File: src/design/sbcsc_pkg.sv
// What this block does
// - Generator clock comes from oscillator or PLL; bus clock is half of it.
// - In user mode bus frequency is oscillator or PLL clock divided by four.
// - After power-on or low-voltage reset, clocks wait 4096 oscillator cycles.
// - The active-low reset pin is driven low during that start-up wait.
// - Bus clock starts toggling at the first generator rising edge once the start-up count completes.
// - On stop exit the oscillator clock drives the delay counter.
// - After stop exit clocks stay off until a 4096 or 32 cycle delay expires.
// - CPU clocks are held inactive in wait mode.
// - Two module clock sets, one of them optionally active in wait mode.
// - Oscillator-run-in-stop bit keeps the oscillator running in stop; reset clears it.
// - Flag register low shows flags six to one in bits 7..2, read-only, resets zero.
// - Flag register mid shows flags nine to seven in bits 2..0, read-only, resets zero.
// - Flag register high shows flags seventeen, sixteen in bits 2..1, read-only.
// - Short-stop-recovery bit set selects a 32 cycle recovery instead of 4096.
// - Delay counter is 12 bits, advances on oscillator clock, cleared by stop.
package sbcsc_pkg;
  localparam int ADDR_W = 18;
  localparam int CNT_W = 12;
  localparam logic [15:0] IDX_FLAGS_LOW = 16'hfe04;
  localparam logic [15:0] IDX_FLAGS_MID = 16'hfe05;
  localparam logic [15:0] IDX_FLAGS_HIGH = 16'hfe06;
  localparam logic [15:0] IDX_CTRL = 16'hfe08;
  localparam logic [15:0] IDX_STATE = 16'hfe09;
  localparam logic [15:0] IDX_INT_STATUS = 16'hfe0a;
  localparam logic [15:0] IDX_INT_MASK = 16'hfe0b;
  localparam int CTRL_OSC_RUN = 0;
  localparam int CTRL_SHORT_REC = 1;
  localparam int CTRL_PLL_SEL = 2;
  localparam int CTRL_MODB_WAIT = 3;
  localparam int EV_STARTUP = 0;
  localparam int EV_RECOVER = 1;
  localparam logic [3:0] CTRL_RESET = 4'h0;
  localparam logic [1:0] INT_RESET = 2'h0;
  localparam logic [CNT_W-1:0] STARTUP_LAST = 12'hfff;
  localparam logic [CNT_W-1:0] LONG_REC_LAST = 12'hfff;
  localparam logic [CNT_W-1:0] SHORT_REC_LAST = 12'h01f;
  typedef enum logic [4:0] {
    ST_STARTUP = 5'b00001,
    ST_RUN = 5'b00010,
    ST_WAIT = 5'b00100,
    ST_STOP = 5'b01000,
    ST_RECOVER = 5'b10000
  } sbcsc_state_type;
endpackage

File: src/design/sbcsc_cnt_if.sv
`timescale 1ns/100ps
`default_nettype none
interface sbcsc_cnt_if;
  logic clear;
  logic run;
  logic [11:0] count;
  modport ctl (output clear, output run, input count);
  modport cnt (input clear, input run, output count);
endinterface
`default_nettype wire

File: src/design/sbcsc_clock_gate.sv
`timescale 1ns/100ps
`default_nettype none
module sbcsc_clock_gate (
  input wire logic sys_clk,
  input wire logic srst,
  input wire logic phaseNow,
  input wire logic phaseNext,
  input wire logic enable,
  output logic gatedClk
);
  logic enHeld;
  logic next_enHeld;
  logic next_gatedClk;
  always_comb begin
    // Enable is only taken while the clock is low, so no pulse is cut short
    next_enHeld = phaseNow ? enHeld : enable;
    next_gatedClk = phaseNext & next_enHeld;
  end
  always_ff @(posedge sys_clk) begin
    if (srst) begin
      enHeld <= 1'b0;
      gatedClk <= 1'b0;
    end else begin
      enHeld <= next_enHeld;
      gatedClk <= next_gatedClk;
    end
  end
  gate_rise_a: assert property (@(posedge sys_clk) disable iff (srst) $rose(gatedClk) |-> $rose(phaseNow))
    else $error("gated clock rose outside phase edge");
  gate_fall_a: assert property (@(posedge sys_clk) disable iff (srst) $fell(gatedClk) |-> $fell(phaseNow))
    else $error("gated clock pulse truncated");
endmodule
`default_nettype wire

File: src/design/sbcsc_delay_counter.sv
`timescale 1ns/100ps
`default_nettype none
module sbcsc_delay_counter (
  input wire logic sys_clk,
  input wire logic srst,
  sbcsc_cnt_if.cnt cnt
);
  import sbcsc_pkg::*;
  logic [CNT_W-1:0] count;
  logic [CNT_W-1:0] next_count;
  always_comb begin
    next_count = count;
    if (cnt.clear) begin
      next_count = '0;
    end else if (cnt.run) begin
      next_count = count + 12'h001;
    end
  end
  always_ff @(posedge sys_clk) begin
    if (srst) begin
      count <= '0;
    end else begin
      count <= next_count;
    end
  end
  assign cnt.count = count;
  cnt_clear_a: assert property (@(posedge sys_clk) disable iff (srst) cnt.clear |=> count == 12'h000)
    else $error("delay counter not cleared");
  cnt_step_a: assert property (@(posedge sys_clk) disable iff (srst)
    (!cnt.clear && cnt.run) |=> count == $past(count) + 12'h001)
    else $error("delay counter did not advance");
endmodule
`default_nettype wire

File: src/design/sbcsc_top.sv
`timescale 1ns/100ps
`default_nettype none
module sbcsc_top (
  input wire logic sys_clk,
  input wire logic srst,
  input wire logic [sbcsc_pkg::ADDR_W-1:0] paddr,
  input wire logic psel,
  input wire logic penable,
  input wire logic pwrite,
  input wire logic [31:0] pwdata,
  output logic [31:0] prdata,
  output logic pready,
  output logic pslverr,
  input wire logic pllOutClk,
  input wire logic powerOnPulse,
  input wire logic lowVoltageReset,
  input wire logic stopReq,
  input wire logic waitReq,
  input wire logic wakeEvent,
  input wire logic [8:0] irqFlagLo,
  input wire logic [1:0] irqFlagHi,
  output logic genClkOut,
  output logic busClk,
  output logic cpuClk,
  output logic modClkA,
  output logic modClkB,
  output logic oscEnable,
  output logic extResetOut_n,
  output logic extResetOe,
  output logic irq
);
  import sbcsc_pkg::*;

  sbcsc_state_type state;
  sbcsc_state_type next_state;
  logic [3:0] ctrl;
  logic [3:0] next_ctrl;
  logic [1:0] intStatus;
  logic [1:0] next_intStatus;
  logic [1:0] intMask;
  logic [1:0] next_intMask;
  logic [7:0] flagsLow;
  logic [7:0] flagsMid;
  logic [7:0] flagsHigh;
  logic [7:0] next_flagsLow;
  logic [7:0] next_flagsMid;
  logic [7:0] next_flagsHigh;
  logic pllSync1;
  logic pllSync2;
  logic pllPrev;
  logic genClk;
  logic next_genClk;
  logic busPhase;
  logic next_busPhase;
  logic next_oscEnable;
  logic next_extResetOe;
  logic next_irq;
  logic next_pready;
  logic next_pslverr;
  logic [31:0] next_prdata;
  logic [31:0] readMux;
  logic addrHit;
  logic access;
  logic [1:0] events;
  logic genTick;
  logic recoverDone;
  logic clocksOn;
  logic [CNT_W-1:0] count;
  logic coldReset;

  sbcsc_cnt_if cntBus ();

  sbcsc_delay_counter u_counter (
    .sys_clk(sys_clk),
    .srst(srst),
    .cnt(cntBus.cnt)
  );

  assign count = cntBus.count;
  assign coldReset = powerOnPulse | lowVoltageReset;

  // Mode state machine
  always_comb begin
    next_state = state;
    recoverDone = ctrl[CTRL_SHORT_REC] ? (count == SHORT_REC_LAST) : (count == LONG_REC_LAST);
    if (coldReset) begin
      next_state = ST_STARTUP;
    end else begin
      case (state)
        ST_STARTUP: begin
          if (count == STARTUP_LAST) begin
            next_state = ST_RUN;
          end
        end
        ST_RUN: begin
          if (stopReq) begin
            next_state = ST_STOP;
          end else if (waitReq) begin
            next_state = ST_WAIT;
          end
        end
        ST_WAIT: begin
          if (wakeEvent) begin
            next_state = ST_RUN;
          end
        end
        ST_STOP: begin
          if (wakeEvent) begin
            next_state = ST_RECOVER;
          end
        end
        ST_RECOVER: begin
          if (recoverDone) begin
            next_state = ST_RUN;
          end
        end
        default: begin
          next_state = ST_STARTUP;
        end
      endcase
    end
  end

  // Counter control: cleared on cold reset and stop entry, held in stop
  always_comb begin
    cntBus.clear = coldReset | (state == ST_RUN && stopReq);
    cntBus.run = (state != ST_STOP);
  end

  // Clock source and division
  always_comb begin
    clocksOn = (next_state == ST_RUN) || (next_state == ST_WAIT);
    genTick = ctrl[CTRL_PLL_SEL] ? (pllSync2 & ~pllPrev) : oscEnable;
    next_genClk = genTick ? ~genClk : genClk;
    // Bus phase toggles on each generator rising edge while clocks are on, else held low: source / 4 overall
    next_busPhase = 1'b0;
    if (clocksOn) begin
      next_busPhase = (genTick & ~genClk) ? ~busPhase : busPhase;
    end
    // Oscillator stops in stop mode unless software keeps it running
    next_oscEnable = (next_state != ST_STOP) | ctrl[CTRL_OSC_RUN];
    next_extResetOe = (next_state == ST_STARTUP);
  end

  always_ff @(posedge sys_clk) begin
    if (srst) begin
      pllSync1 <= 1'b0;
      pllSync2 <= 1'b0;
      pllPrev <= 1'b0;
    end else begin
      pllSync1 <= pllOutClk;
      pllSync2 <= pllSync1;
      pllPrev <= pllSync2;
    end
  end

  sbcsc_clock_gate u_cpu_gate (
    .sys_clk(sys_clk),
    .srst(srst),
    .phaseNow(busPhase),
    .phaseNext(next_busPhase),
    .enable(state == ST_RUN),
    .gatedClk(cpuClk)
  );

  sbcsc_clock_gate u_moda_gate (
    .sys_clk(sys_clk),
    .srst(srst),
    .phaseNow(busPhase),
    .phaseNext(next_busPhase),
    .enable(state == ST_RUN || state == ST_WAIT),
    .gatedClk(modClkA)
  );

  // Second set may run in wait only when software asks for it
  sbcsc_clock_gate u_modb_gate (
    .sys_clk(sys_clk),
    .srst(srst),
    .phaseNow(busPhase),
    .phaseNext(next_busPhase),
    .enable(state == ST_RUN || (state == ST_WAIT && ctrl[CTRL_MODB_WAIT])),
    .gatedClk(modClkB)
  );

  // Register bus
  always_comb begin
    addrHit = 1'b1;
    readMux = 32'h0000_0000;
    case (paddr)
      {IDX_FLAGS_LOW, 2'b00}: readMux = {24'h00_0000, flagsLow};
      {IDX_FLAGS_MID, 2'b00}: readMux = {24'h00_0000, flagsMid};
      {IDX_FLAGS_HIGH, 2'b00}: readMux = {24'h00_0000, flagsHigh};
      {IDX_CTRL, 2'b00}: readMux = {28'h000_0000, ctrl};
      {IDX_STATE, 2'b00}: readMux = {27'h000_0000, state};
      {IDX_INT_STATUS, 2'b00}: readMux = {30'h0000_0000, intStatus};
      {IDX_INT_MASK, 2'b00}: readMux = {30'h0000_0000, intMask};
      default: addrHit = 1'b0;
    endcase
    access = psel & penable & pready;
    next_pready = psel & ~penable;
    next_prdata = next_pready ? readMux : prdata;
    next_pslverr = psel & ~penable & ~addrHit;
  end

  always_comb begin
    next_ctrl = ctrl;
    next_intMask = intMask;
    events = 2'b00;
    events[EV_STARTUP] = (state == ST_STARTUP) && (next_state == ST_RUN);
    events[EV_RECOVER] = (state == ST_RECOVER) && (next_state == ST_RUN);
    next_intStatus = intStatus;
    if (access && pwrite && !pslverr) begin
      if (paddr == {IDX_CTRL, 2'b00}) begin
        next_ctrl = pwdata[3:0];
      end
      if (paddr == {IDX_INT_MASK, 2'b00}) begin
        next_intMask = pwdata[1:0];
      end
      if (paddr == {IDX_INT_STATUS, 2'b00}) begin
        next_intStatus = intStatus & ~pwdata[1:0];
      end
    end
    // An event in the clearing cycle is kept
    next_intStatus = next_intStatus | events;
    next_irq = |(next_intStatus & next_intMask);
    // Flag registers are snapshots; writes to them fall through untouched
    next_flagsLow = {irqFlagLo[5:0], 2'b00};
    next_flagsMid = {5'b0_0000, irqFlagLo[8:6]};
    next_flagsHigh = {5'b0_0000, irqFlagHi[1], irqFlagHi[0], 1'b0};
  end

  always_ff @(posedge sys_clk) begin
    if (srst) begin
      state <= ST_STARTUP;
      ctrl <= CTRL_RESET;
      intStatus <= INT_RESET;
      intMask <= INT_RESET;
      flagsLow <= 8'h00;
      flagsMid <= 8'h00;
      flagsHigh <= 8'h00;
      genClk <= 1'b0;
      busPhase <= 1'b0;
      oscEnable <= 1'b1;
      extResetOe <= 1'b1;
      irq <= 1'b0;
      pready <= 1'b0;
      pslverr <= 1'b0;
      prdata <= 32'h0000_0000;
    end else begin
      state <= next_state;
      ctrl <= next_ctrl;
      intStatus <= next_intStatus;
      intMask <= next_intMask;
      flagsLow <= next_flagsLow;
      flagsMid <= next_flagsMid;
      flagsHigh <= next_flagsHigh;
      genClk <= next_genClk;
      busPhase <= next_busPhase;
      oscEnable <= next_oscEnable;
      extResetOe <= next_extResetOe;
      irq <= next_irq;
      pready <= next_pready;
      pslverr <= next_pslverr;
      prdata <= next_prdata;
    end
  end

  // Open-drain reset pin: only ever pulled low
  always_ff @(posedge sys_clk) begin
    extResetOut_n <= 1'b0;
  end
  assign genClkOut = genClk;
  assign busClk = busPhase;

  startup_pin_a: assert property (@(posedge sys_clk) disable iff (srst)
    extResetOe == (state == ST_STARTUP))
    else $error("reset pin drive does not follow start-up");
  startup_len_a: assert property (@(posedge sys_clk) disable iff (srst)
    (state == ST_STARTUP && !coldReset && next_state == ST_RUN) |-> count == 12'hfff)
    else $error("start-up left early");
  bus_idle_a: assert property (@(posedge sys_clk) disable iff (srst)
    !(state == ST_RUN || state == ST_WAIT) |-> !busClk)
    else $error("bus clock toggles outside run or wait");
  stop_len_a: assert property (@(posedge sys_clk) disable iff (srst)
    (state == ST_RECOVER && next_state == ST_RUN && !coldReset)
      |-> count == (ctrl[CTRL_SHORT_REC] ? 12'h01f : 12'hfff))
    else $error("stop recovery length wrong");
  stop_gated_a: assert property (@(posedge sys_clk) disable iff (srst)
    (state == ST_STOP || state == ST_RECOVER) |-> !cpuClk && !modClkA && !modClkB)
    else $error("clock active during stop or recovery");
  wait_cpu_a: assert property (@(posedge sys_clk) disable iff (srst)
    (state == ST_WAIT && !busClk) |=> !cpuClk)
    else $error("CPU clock runs in wait");
  osc_stop_a: assert property (@(posedge sys_clk) disable iff (srst)
    (state == ST_STOP && $stable(ctrl)) |-> oscEnable == ctrl[CTRL_OSC_RUN])
    else $error("oscillator enable wrong in stop");
  // The first edge after reset has no toggle behind it, since the previous edge was a reset edge
  gen_div_a: assert property (@(posedge sys_clk) disable iff (srst)
    (!$past(srst) && !ctrl[CTRL_PLL_SEL] && $past(!ctrl[CTRL_PLL_SEL]) && $past(oscEnable))
      |-> genClk != $past(genClk))
    else $error("generator clock not half oscillator");
  bus_div_a: assert property (@(posedge sys_clk) disable iff (srst)
    (state == ST_RUN && !ctrl[CTRL_PLL_SEL] && oscEnable) [*4] |-> busClk != $past(busClk, 2))
    else $error("bus clock not oscillator over four");
  irq_level_a: assert property (@(posedge sys_clk) disable iff (srst)
    irq == |(intStatus & intMask))
    else $error("interrupt level mismatch");
endmodule
`default_nettype wire

File: config.mk
export PLATFORM = sky130hd
export DESIGN_NAME = sbcsc_top
export DESIGN_NICKNAME = d
export VERILOG_FILES = /design/src/design/sbcsc_pkg.sv /design/src/design/sbcsc_cnt_if.sv /design/src/design/sbcsc_clock_gate.sv /design/src/design/sbcsc_delay_counter.sv /design/src/design/sbcsc_top.sv
export SDC_FILE = /design/constraint.sdc
export NUM_CORES = 1
export LEC_CHECK = 0
export ABC_AREA = 1
export BUFFER_PORTS_ARGS = -buffer_cell sky130_fd_sc_hd__buf_2
export CAP_MARGIN = 30
export CORE_MARGIN = 1.5
export CORE_UTILIZATION = 49
export DETAILED_ROUTE_END_ITERATION = 8
export PLACE_DENSITY = 0.8
export SKIP_CTS_REPAIR_TIMING = 1
export SLEW_MARGIN = 20
export SYNTH_ARGS = -nofsm -noshare
export SYNTH_HDL_FRONTEND = slang
export SYNTH_SLANG_ARGS = --single-unit
File: constraint.sdc
create_clock -name sys_clk -period 1.6 [get_ports sys_clk]
set_input_delay 0.16 -clock sys_clk [delete_from_list [all_inputs] [get_ports sys_clk]]
set_output_delay 0.16 -clock sys_clk [all_outputs]
set_load 0.01 [all_outputs]
---- Word level (Yosys, flattened, before mapping) ----
Cells that the tools add are included.
cells by class
  $add $sub $neg .......................... 1
  eq/ne operators ......................... 19
  multiplexer cells ....................... 21
  bitwise gates (word level) .............. 21
  reductions and logical operators ........ 14
operators with widths
  operator               number
  $eq 18x18->1 const B   7
  $pmux 8 s7             1
  $mux 5                 7
  $pmux 5 s5             1
  $add 12x1->12 const B  1
  $eq 12x12->1 const B   1
  $eq 12x5->1 const B    1
  $eq 5x1->1 const B     2
  $eq 5x2->1 const B     2
  $eq 5x3->1 const B     2
  $ne 5x4->1 const B     2
  $and 1x1->1            9
  $mux 1                 8
  $mux 2                 4
  $reduce_or 7->1        1
  $logic_and 1x1->1      6
  $eq 5x4->1 const B     1
  $eq 5x5->1 const B     1
  $not 1->1              5
  $and 2x2->2            2
  $reduce_or 2->1        2
  $logic_or 1x1->1       3
  $or 1x1->1             3
  $not 2->2              1
  3 further kinds        3
word-level totals
  flip-flop bits (word level) ............. 97
  input port bits ......................... 72
  logic and storage cells ................. 104

---- Logic depth before layout (Yosys ltp) ----
Gate-level depths: netlist (run 1).
  depth in word-level cells ............... 10
  mapped depth ............................ 13
  mapped depth without buffers ............ 13

---- By module ----
Synthesis (run 1) repeated with hierarchy kept, for this count alone.
unflattened totals
  cells, all modules ...................... 460
  area total of the unflattened synthesis .. 3190.6 µm²
modules (own cells, without submodules)
  module               times used  cells each  area each (µm²)
  sbcsc_top            1           343         2346.0
  sbcsc_delay_counter  1           81          585.6
  sbcsc_clock_gate     3           12          86.3

---- Least setup slack after synthesis (run 1) ----
OpenSTA, ideal clock, no wires.
  path type ............................... reg-to-reg
  start point ............................. register u_counter.count[0], in the netlist u_counter.cnt.count[0]
  end point ............................... register busPhase, in the netlist busClk
  arrival ................................. 1284 ps
  path slack .............................. 251 ps
  cell stages (with the launch flop) ...... 12
  cell sequence ........................... dfxtp_1 ha_1 nand3_1 nor2_2 nand3_1 nand2_1 nor2_1 nand2_2 nand2_1 nand2_1 nand2_2 nor2_1
on the way
  cells in the longest elaborated chain, start to end .. 8
  elaborated cells between the ends (all ways) .. 11
  classes of those cells .................. eq/ne (4); mux (6); reduce/logical (1)
RTL lines
  element                                      RTL line                          text
  start, declared                              sbcsc_delay_counter.sv:9          logic [CNT_W-1:0] count;
  start signal, assigned                       sbcsc_delay_counter.sv:23         count <= next_count;
  $eq 12x12->1 or $eq 12x5->1 (tied branches)  sbcsc_top.sv:85, sbcsc_top.sv:91
  $mux 1                                       sbcsc_top.sv:85                   recoverDone = ctrl[CTRL_SHORT_REC] ? (count == SHORT_REC_LAST) : (count == LONG_REC_LAST);
  $mux 5                                       sbcsc_top.sv:113                  if (recoverDone) begin
  $pmux 5 s5 (*)                               sbcsc_top.sv:89                   case (state)
  $mux 5 (*)                                   sbcsc_top.sv:86                   if (coldReset) begin
  $eq 5x2->1 or $eq 5x3->1 (tied branches)     sbcsc_top.sv:132                  clocksOn = (next_state == ST_RUN) || (next_state == ST_WAIT);
  $logic_or 1x1->1 (*)                         sbcsc_top.sv:132
  $mux 1 (*)                                   sbcsc_top.sv:137                  if (clocksOn) begin
  end signal, assigned                         sbcsc_top.sv:258                  busPhase <= next_busPhase;
  end, declared                                sbcsc_top.sv:53                   logic busPhase;
Every way passes the cells marked *; elsewhere a longest branch is shown, timed or not.
A chain may end at the register's enable or synchronous reset.

---- Final worst setup path (run 1) ----
  start point ............................. register u_counter.count[1], in the netlist u_counter.cnt.count[1]
  end point ............................... register u_cpu_gate.gatedClk
on the way
  cells in the longest elaborated chain, start to end .. 9
  elaborated cells between the ends (all ways) .. 12
  classes of those cells .................. eq/ne (4); mux (6); bitwise (1); reduce/logical (1)
RTL lines
  element                                      RTL line                          text
  $eq 12x12->1 or $eq 12x5->1 (tied branches)  sbcsc_top.sv:85, sbcsc_top.sv:91
  $mux 1                                       sbcsc_top.sv:85
  $mux 5                                       sbcsc_top.sv:113
  $pmux 5 s5 (*)                               sbcsc_top.sv:89
  $mux 5 (*)                                   sbcsc_top.sv:86
  $eq 5x2->1 or $eq 5x3->1 (tied branches)     sbcsc_top.sv:132
  $logic_or 1x1->1 (*)                         sbcsc_top.sv:132
  $mux 1 (*)                                   sbcsc_top.sv:137
  $and 1x1->1 (*)                              sbcsc_clock_gate.sv:17            next_gatedClk = phaseNext & next_enHeld;
  end signal, assigned                         sbcsc_clock_gate.sv:25            gatedClk <= next_gatedClk;
  end, declared                                sbcsc_clock_gate.sv:9             output logic gatedClk
Marks and branches as above.

==> results.json, run 1 <==
{
  "critPathKind": "reg2reg",
  "critical_path.slowest_cell": "dfxtp_4",
  "via_count": 2891,
  "syn_avg_cell_area_um2": 7.031,
  "synth_warnings": 0,
  "total_power_mw": 3.262,
  "wl_um": 6546,
  "finalWeightedCongestion": 0.8744,
  "yosys_register_bits": 60,
  "ys_dominant_reg_cell": "dfxtp_1",
  "global_route_wire_length_before_repair_um": 10540,
  "peakVddDrop_mv": 0.6623,
  "drc_errors": 0,
  "clock_pin_transition_on_the_worst_setup_and_hold_timing_paths_ps": 70,
  "num-nets-final": 575,
  "met3_usage_pct": 6.517,
  "drv_cap": 0,
  "worst_ep_required_ps": 1880,
  "final.setup_skew_ps": 5.217,
  "fp.coreArea_um2": 5921,
  "use_met2_pct": 34.21,
  "grt_start_max_net_pins": 38,
  "hold_viol": 0,
  "setup.worst_path.start_class": "flop",
  "ys_seq_area_share_pct": 39.92,
  "finalCriticalPeriod_ps": 1474,
  "mostFrequentLayoutCells": "65 x nand2_1, 64 x inv_1, 61 x buf_2",
  "synth_cell_type_count": 32,
  "min-delay-path-class": "in2reg",
  "final.period_utilization_pct": 92.14,
  "clock_sink_count": 60,
  "antenna_found_initial": 0,
  "routed_via_density": 4.967,
  "ios": 115,
  "crit_path_cell_trace": "ha_4 -> nand3_2 -> nor2_1 -> nand4_1 -> nand2_2 -> nand2_1 -> nand2_2 -> nand2_1 -> nand2_1 -> nand2_2 -> nor2_2",
  "cts_tree": "done",
  "cts-buffers-inserted": 9,
  "remaining_global_route_overflow": 0,
  "dieWidth_um": 81.37,
  "drt_iter0_drc": 218,
  "timing.critical_path.max_delay_family": "simple AND/OR/NAND/NOR gates",
  "pre_cts_slack_ps": 42.45,
  "critical_path.max_fanout": 4,
  "synthesis.area_um2": 3009,
  "num_rows": 28,
  "ys_async_sr_fraction_pct": 0,
  "detail_route.first_pass.iterations": 4,
  "root_buffer": "clkbuf_8",
  "final_antenna_net_count": 0,
  "timing.critical_path.buf_inv": 0,
  "grt_pass1_vias": 2498,
  "worst-endpoint-arrival_ps": 1760,
  "die_h_um": 81.37,
  "powerDensity_nw_per_um2": 897.2,
  "finalSetupViolCount": 0,
  "global_route.usage.met1_pct": 25.64,
  "start_util_pct": 50.82,
  "synthToLayoutAreaGrowth_pct": 20.83,
  "post-dp-hpwl_um": 4794,
  "postSynthCellCount": 428,
  "layout_setup_ws_ps": 125.7,
  "die_area_um2": 6620,
  "worstSetupEndpointType": "flop",
  "run_status": "finished clean",
  "final_layout_size_suffix_gt1_share_pct": 25.44,
  "p_leak_nw": 1.738,
  "hold-worst-slack_ps": 11.32,
  "cts_max_level": 3,
  "slew_violations": 0,
  "antenna-diode-count": 0,
  "critical_path.max_stage_delay_ps": 370,
  "grt_most_used_layer": "met2",
  "clock_latency_of_the_later_clocked_register_in_the_worst_skew_pair_ps": 340,
  "route.detailed.wl_per_inst_um": 11.25,
  "final_common_cell": "nand2_1",
  "timing.fmax_mhz": 678.3,
  "synth_edf_count": 0,
  "grt_usage_pct": 20.91,
  "maximum_count_of_clock_buffers_along_a_single_path": 2,
  "numPortBuffers": 61
}
## cells in the mapped netlist, types with 2 or more instances
master     number  area [um^2]
nand2_1        68        255.2
inv_1          66        247.7
dfxtp_1        60         1201
nor2_1         58        217.7
a21oi_1        27        135.1
nand4_1        26        162.7
buf_4          25        187.7
nand3_1        25        125.1
o21ai_0        15        75.07
nor2_2         12        75.07
nor2_4          5        56.30
nor3_1          5        25.02
a211oi_1        3        22.52
buf_2           3        15.01
o21ai_1         3        15.01
o22ai_1         3        18.77
o31ai_1         3        22.52
buf_1           2        7.510
buf_6           2        22.52
clkbuf_1        2        7.510
nand2_2         2        12.51
nand3_2         2        20.02
o2111ai_1       2        17.52
## area by class of cell
class	instances	area (um^2)
sequential	60	1210
timing repair buffer	73	399.1
fill	536	2285
multi-input combinational	290	1453
clock inverter	5	83.83
inverter	68	255.2
tap	75	93.84
clock buffer	11	141.4
## cells by family (layout without fill, tap and decap cells)
| family | Yosys count | count (layout) | share of synthesized area [%] |
|---|---|---|---|
| XOR/XNOR | 1 | 1 | 0.2911 |
| flip-flops | 60 | 60 | 39.92 |
| adder cells (fa/ha/maj) | 1 | 1 | 0.4157 |
| AO/OA/AOI/OAI | 57 | 57 | 10.44 |
| AND/OR/NAND/NOR | 206 | 206 | 32.35 |
| buffers and inverters | 102 | 157 | 16.47 |
| other | 1 | 25 | 0.1246 |
## worst paths after layout
check,from,slack (ps),to,cells past startpoint
worst max register to register,u_counter.cnt.count[1]$_SDFFE_PP0N_,130,u_cpu_gate.gatedClk$_SDFF_PP0_,11
worst max-delay path,u_counter.cnt.count[1]$_SDFFE_PP0N_,130,u_cpu_gate.gatedClk$_SDFF_PP0_,11
worst min register to register,pllSync1$_SDFF_PP0_,410,pllSync2$_SDFF_PP0_,2
worst min-delay path,irqFlagHi[0],10,flagsHigh[1]$_SDFF_PP0_,3
## metal layers
layer | up-vias | routed length (um)
li1 | 1481 | -
met1 | 1297 | 2919
met2 | 104 | 3106
met3 | 9 | 404
met4 | 0 | 115
met5 | - | 0
## tightest hold or removal path, cell delays in order
cell and delay (ps):
buf_2 70, inv_1 30, nor2_1 60
## report_power, final
part	leakage (nW)	switching [mW]	internal [mW]	total, mW
Sequential	0.490	0.00762	1.51	1.52
Clock	0.106	0.612	0.924	1.54
Combinational	1.14	0.132	0.0720	0.204
## flip-flops by register name (all words and copies together), names as in the netlist, 2 cells and up
name and count:
u_counter.cnt.count 12, prdata 8, flagsLow 6, state 5, ctrl 4, flagsMid 3
flagsHigh 2, intMask 2, intStatus 2
## metrics by stage
| stage | cell area, um^2 | setup TNS (ps) | std cells | utilization, % |
|---|---|---|---|---|
| after CTS | 3566 | 0 | 581 | 60.23 |
| after global placement | 3341 | 0 | 565 | 56.42 |
| after global routing | 3636 | -4.188 | 582 | 61.41 |
| after floorplan | 3099 | 0 | 452 | - |
| after detailed placement | 3341 | 0 | 565 | 56.42 |
| final | 3636 | 0 | 582 | 61.41 |
No activity file was read; power rests on OpenSTA's default activity.
==> inputs of run 2 (changes only) <==
- CORE_MARGIN: 1.5 -> 1
==> run 2 against run 1 <==
Against the previous run: clock-buffer cell count stayed put; flip-flop and latch count stayed put; clock power is 19% lower; critical path depth stayed put.
==> results.json, run 2 (synthesized netlist as in run 1, its figures left out) <==
{
  "worst-endpoint-arrival_ps": 1740,
  "p_leak_nw": 1.732,
  "use_met2_pct": 32.03,
  "ios": 115,
  "biggestRegsByFlops": "u_counter.cnt.count (12), prdata (8), flagsLow (6)",
  "num-nets-final": 578,
  "detail_route.first_pass.iterations": 4,
  "final_common_cell": "nand2_1",
  "global_route_wire_length_before_repair_um": 10190,
  "finalCriticalPeriod_ps": 1465,
  "maximum_count_of_clock_buffers_along_a_single_path": 2,
  "worst_ep_required_ps": 1880,
  "min-delay-path-class": "in2reg",
  "routed_via_density": 4.872,
  "timing.reg2reg.worst_path_depth": 11,
  "remaining_global_route_overflow": 0,
  "numPortBuffers": 61,
  "layout_setup_ws_ps": 135.2,
  "fillers": 543,
  "grt_start_max_net_pins": 38,
  "final_layout_size_suffix_gt1_share_pct": 24.31,
  "timing.reg2reg.setup_slack_ps": 140,
  "finalSetupViolCount": 0,
  "drv_cap": 0,
  "run_status": "finished clean",
  "antenna_found_initial": 0,
  "fp.coreArea_um2": 5921,
  "timing.fmax_mhz": 682.7,
  "hold-worst-slack_ps": 14.48,
  "cts-buffers-inserted": 9,
  "grt_pass1_vias": 2411,
  "timing.setup.tns_ps": 0,
  "final_antenna_net_count": 0,
  "rr_endpoint": "u_modb_gate.gatedClk$_SDFF_PP0_",
  "clock_pin_transition_on_the_worst_setup_and_hold_timing_paths_ps": 60,
  "synthToLayoutAreaGrowth_pct": 19.71,
  "global_route.usage.met1_pct": 26.42,
  "critical_path.max_fanout": 4,
  "post-route-cell-area_um2": 3602,
  "post-dp-hpwl_um": 4705,
  "max_flop_register": "u_counter.cnt.count",
  "setup.worst_path.end": "u_modb_gate.gatedClk$_SDFF_PP0_",
  "hold_viol": 0,
  "cts_max_level": 3,
  "clock_latency_of_the_later_clocked_register_in_the_worst_skew_pair_ps": 340,
  "crit_path_start": "u_counter.cnt.count[0]$_SDFFE_PP0N_",
  "critPathKind": "reg2reg",
  "final.setup_skew_ps": 6.351,
  "powerDensity_nw_per_um2": 827.2,
  "root_buffer": "clkbuf_8",
  "peakVddDrop_mv": 0.7614,
  "instances_no_fill": 585,
  "met3_usage_pct": 6.023,
  "wl_um": 6319,
  "drc_errors": 0,
  "grt_most_used_layer": "met2",
  "finalWeightedCongestion": 0.8535,
  "start_util_pct": 50.82,
  "grt_usage_pct": 20.57,
  "postPlaceCellArea_um2": 3363,
  "cts_tree": "done",
  "antenna-diode-count": 0,
  "slew_violations": 0,
  "worstSetupEndpointType": "flop",
  "dieWidth_um": 80.37,
  "via_count": 2850,
  "mostFrequentLayoutCells": "68 x nand2_1, 66 x inv_1, 61 x buf_2",
  "pre_cts_slack_ps": 37.99,
  "die_area_um2": 6459,
  "drt_iter0_drc": 155,
  "route.detailed.wl_per_inst_um": 10.80,
  "clock_sink_count": 60,
  "final.period_utilization_pct": 91.55,
  "num_rows": 28,
  "rr_startpoint": "u_counter.cnt.count[0]$_SDFFE_PP0N_",
  "place_inst": 568,
  "die_h_um": 80.37,
  "largest_reg_flops": 12,
  "setup.worst_path.start_class": "flop"
}
run 2: worst max-delay path, cell delays in order, from the launching register on:
cell and delay (ps):
dfxtp_2 370, ha_4 160, nand3_4 90, nor2_1 110, nand4_1 90, nand2_1 110, nand2_1 70, nand2_2 90
nand2_1 70, nand2_1 80, nand2_2 80, nor2_1 90
run 2: worst min path at each step:
stage | end | slack, ps | start | depth (start not counted)
floorplan | flagsHigh[1]$_SDFF_PP0_ | 270 | irqFlagHi[0] | 2
global placement | flagsLow[7]$_SDFF_PP0_ | 360 | irqFlagLo[5] | 3
detailed placement | flagsLow[7]$_SDFF_PP0_ | 370 | irqFlagLo[5] | 3
CTS | flagsLow[6]$_SDFF_PP0_ | 6 | irqFlagLo[4] | 3
global route | flagsLow[7]$_SDFF_PP0_ | 7 | irqFlagLo[5] | 3
finish | flagsLow[7]$_SDFF_PP0_ | 10 | irqFlagLo[5] | 3
run 2: per-stage QoR:
step	power, mW	util [%]
final	2.980	60.84
after global routing	3.106	60.84
after CTS	3.000	59.97
after detailed placement	1.760	56.80
after global placement	1.755	56.80
after floorplan	1.717	-
run 2: per-layer routing:
layer	vias up	share of wire (%)
li1	1484	-
met1	1255	47
met2	103	46
met3	8	5.4
met4	0	1.2
met5	-	0
run 2: final cells by class:
cell class,instances,area [um^2],area share [%]
Tap cell,75,93.84,2.605
Inverter,68,255.2,7.086
Multi-Input combinational cell,290,1443,40.05
Clock buffer,11,151.4,4.203
Clock inverter,5,36.28,1.007
Timing Repair Buffer,76,417.9,11.60
Sequential cell,60,1205,33.45
run 2: report_power, final:
group          total [mW]  leakage, nW  switching, mW  internal (mW)
clock                1.25       0.0876          0.606          0.644
combinational       0.205         1.16          0.132         0.0732
sequential           1.52        0.489        0.00782           1.52
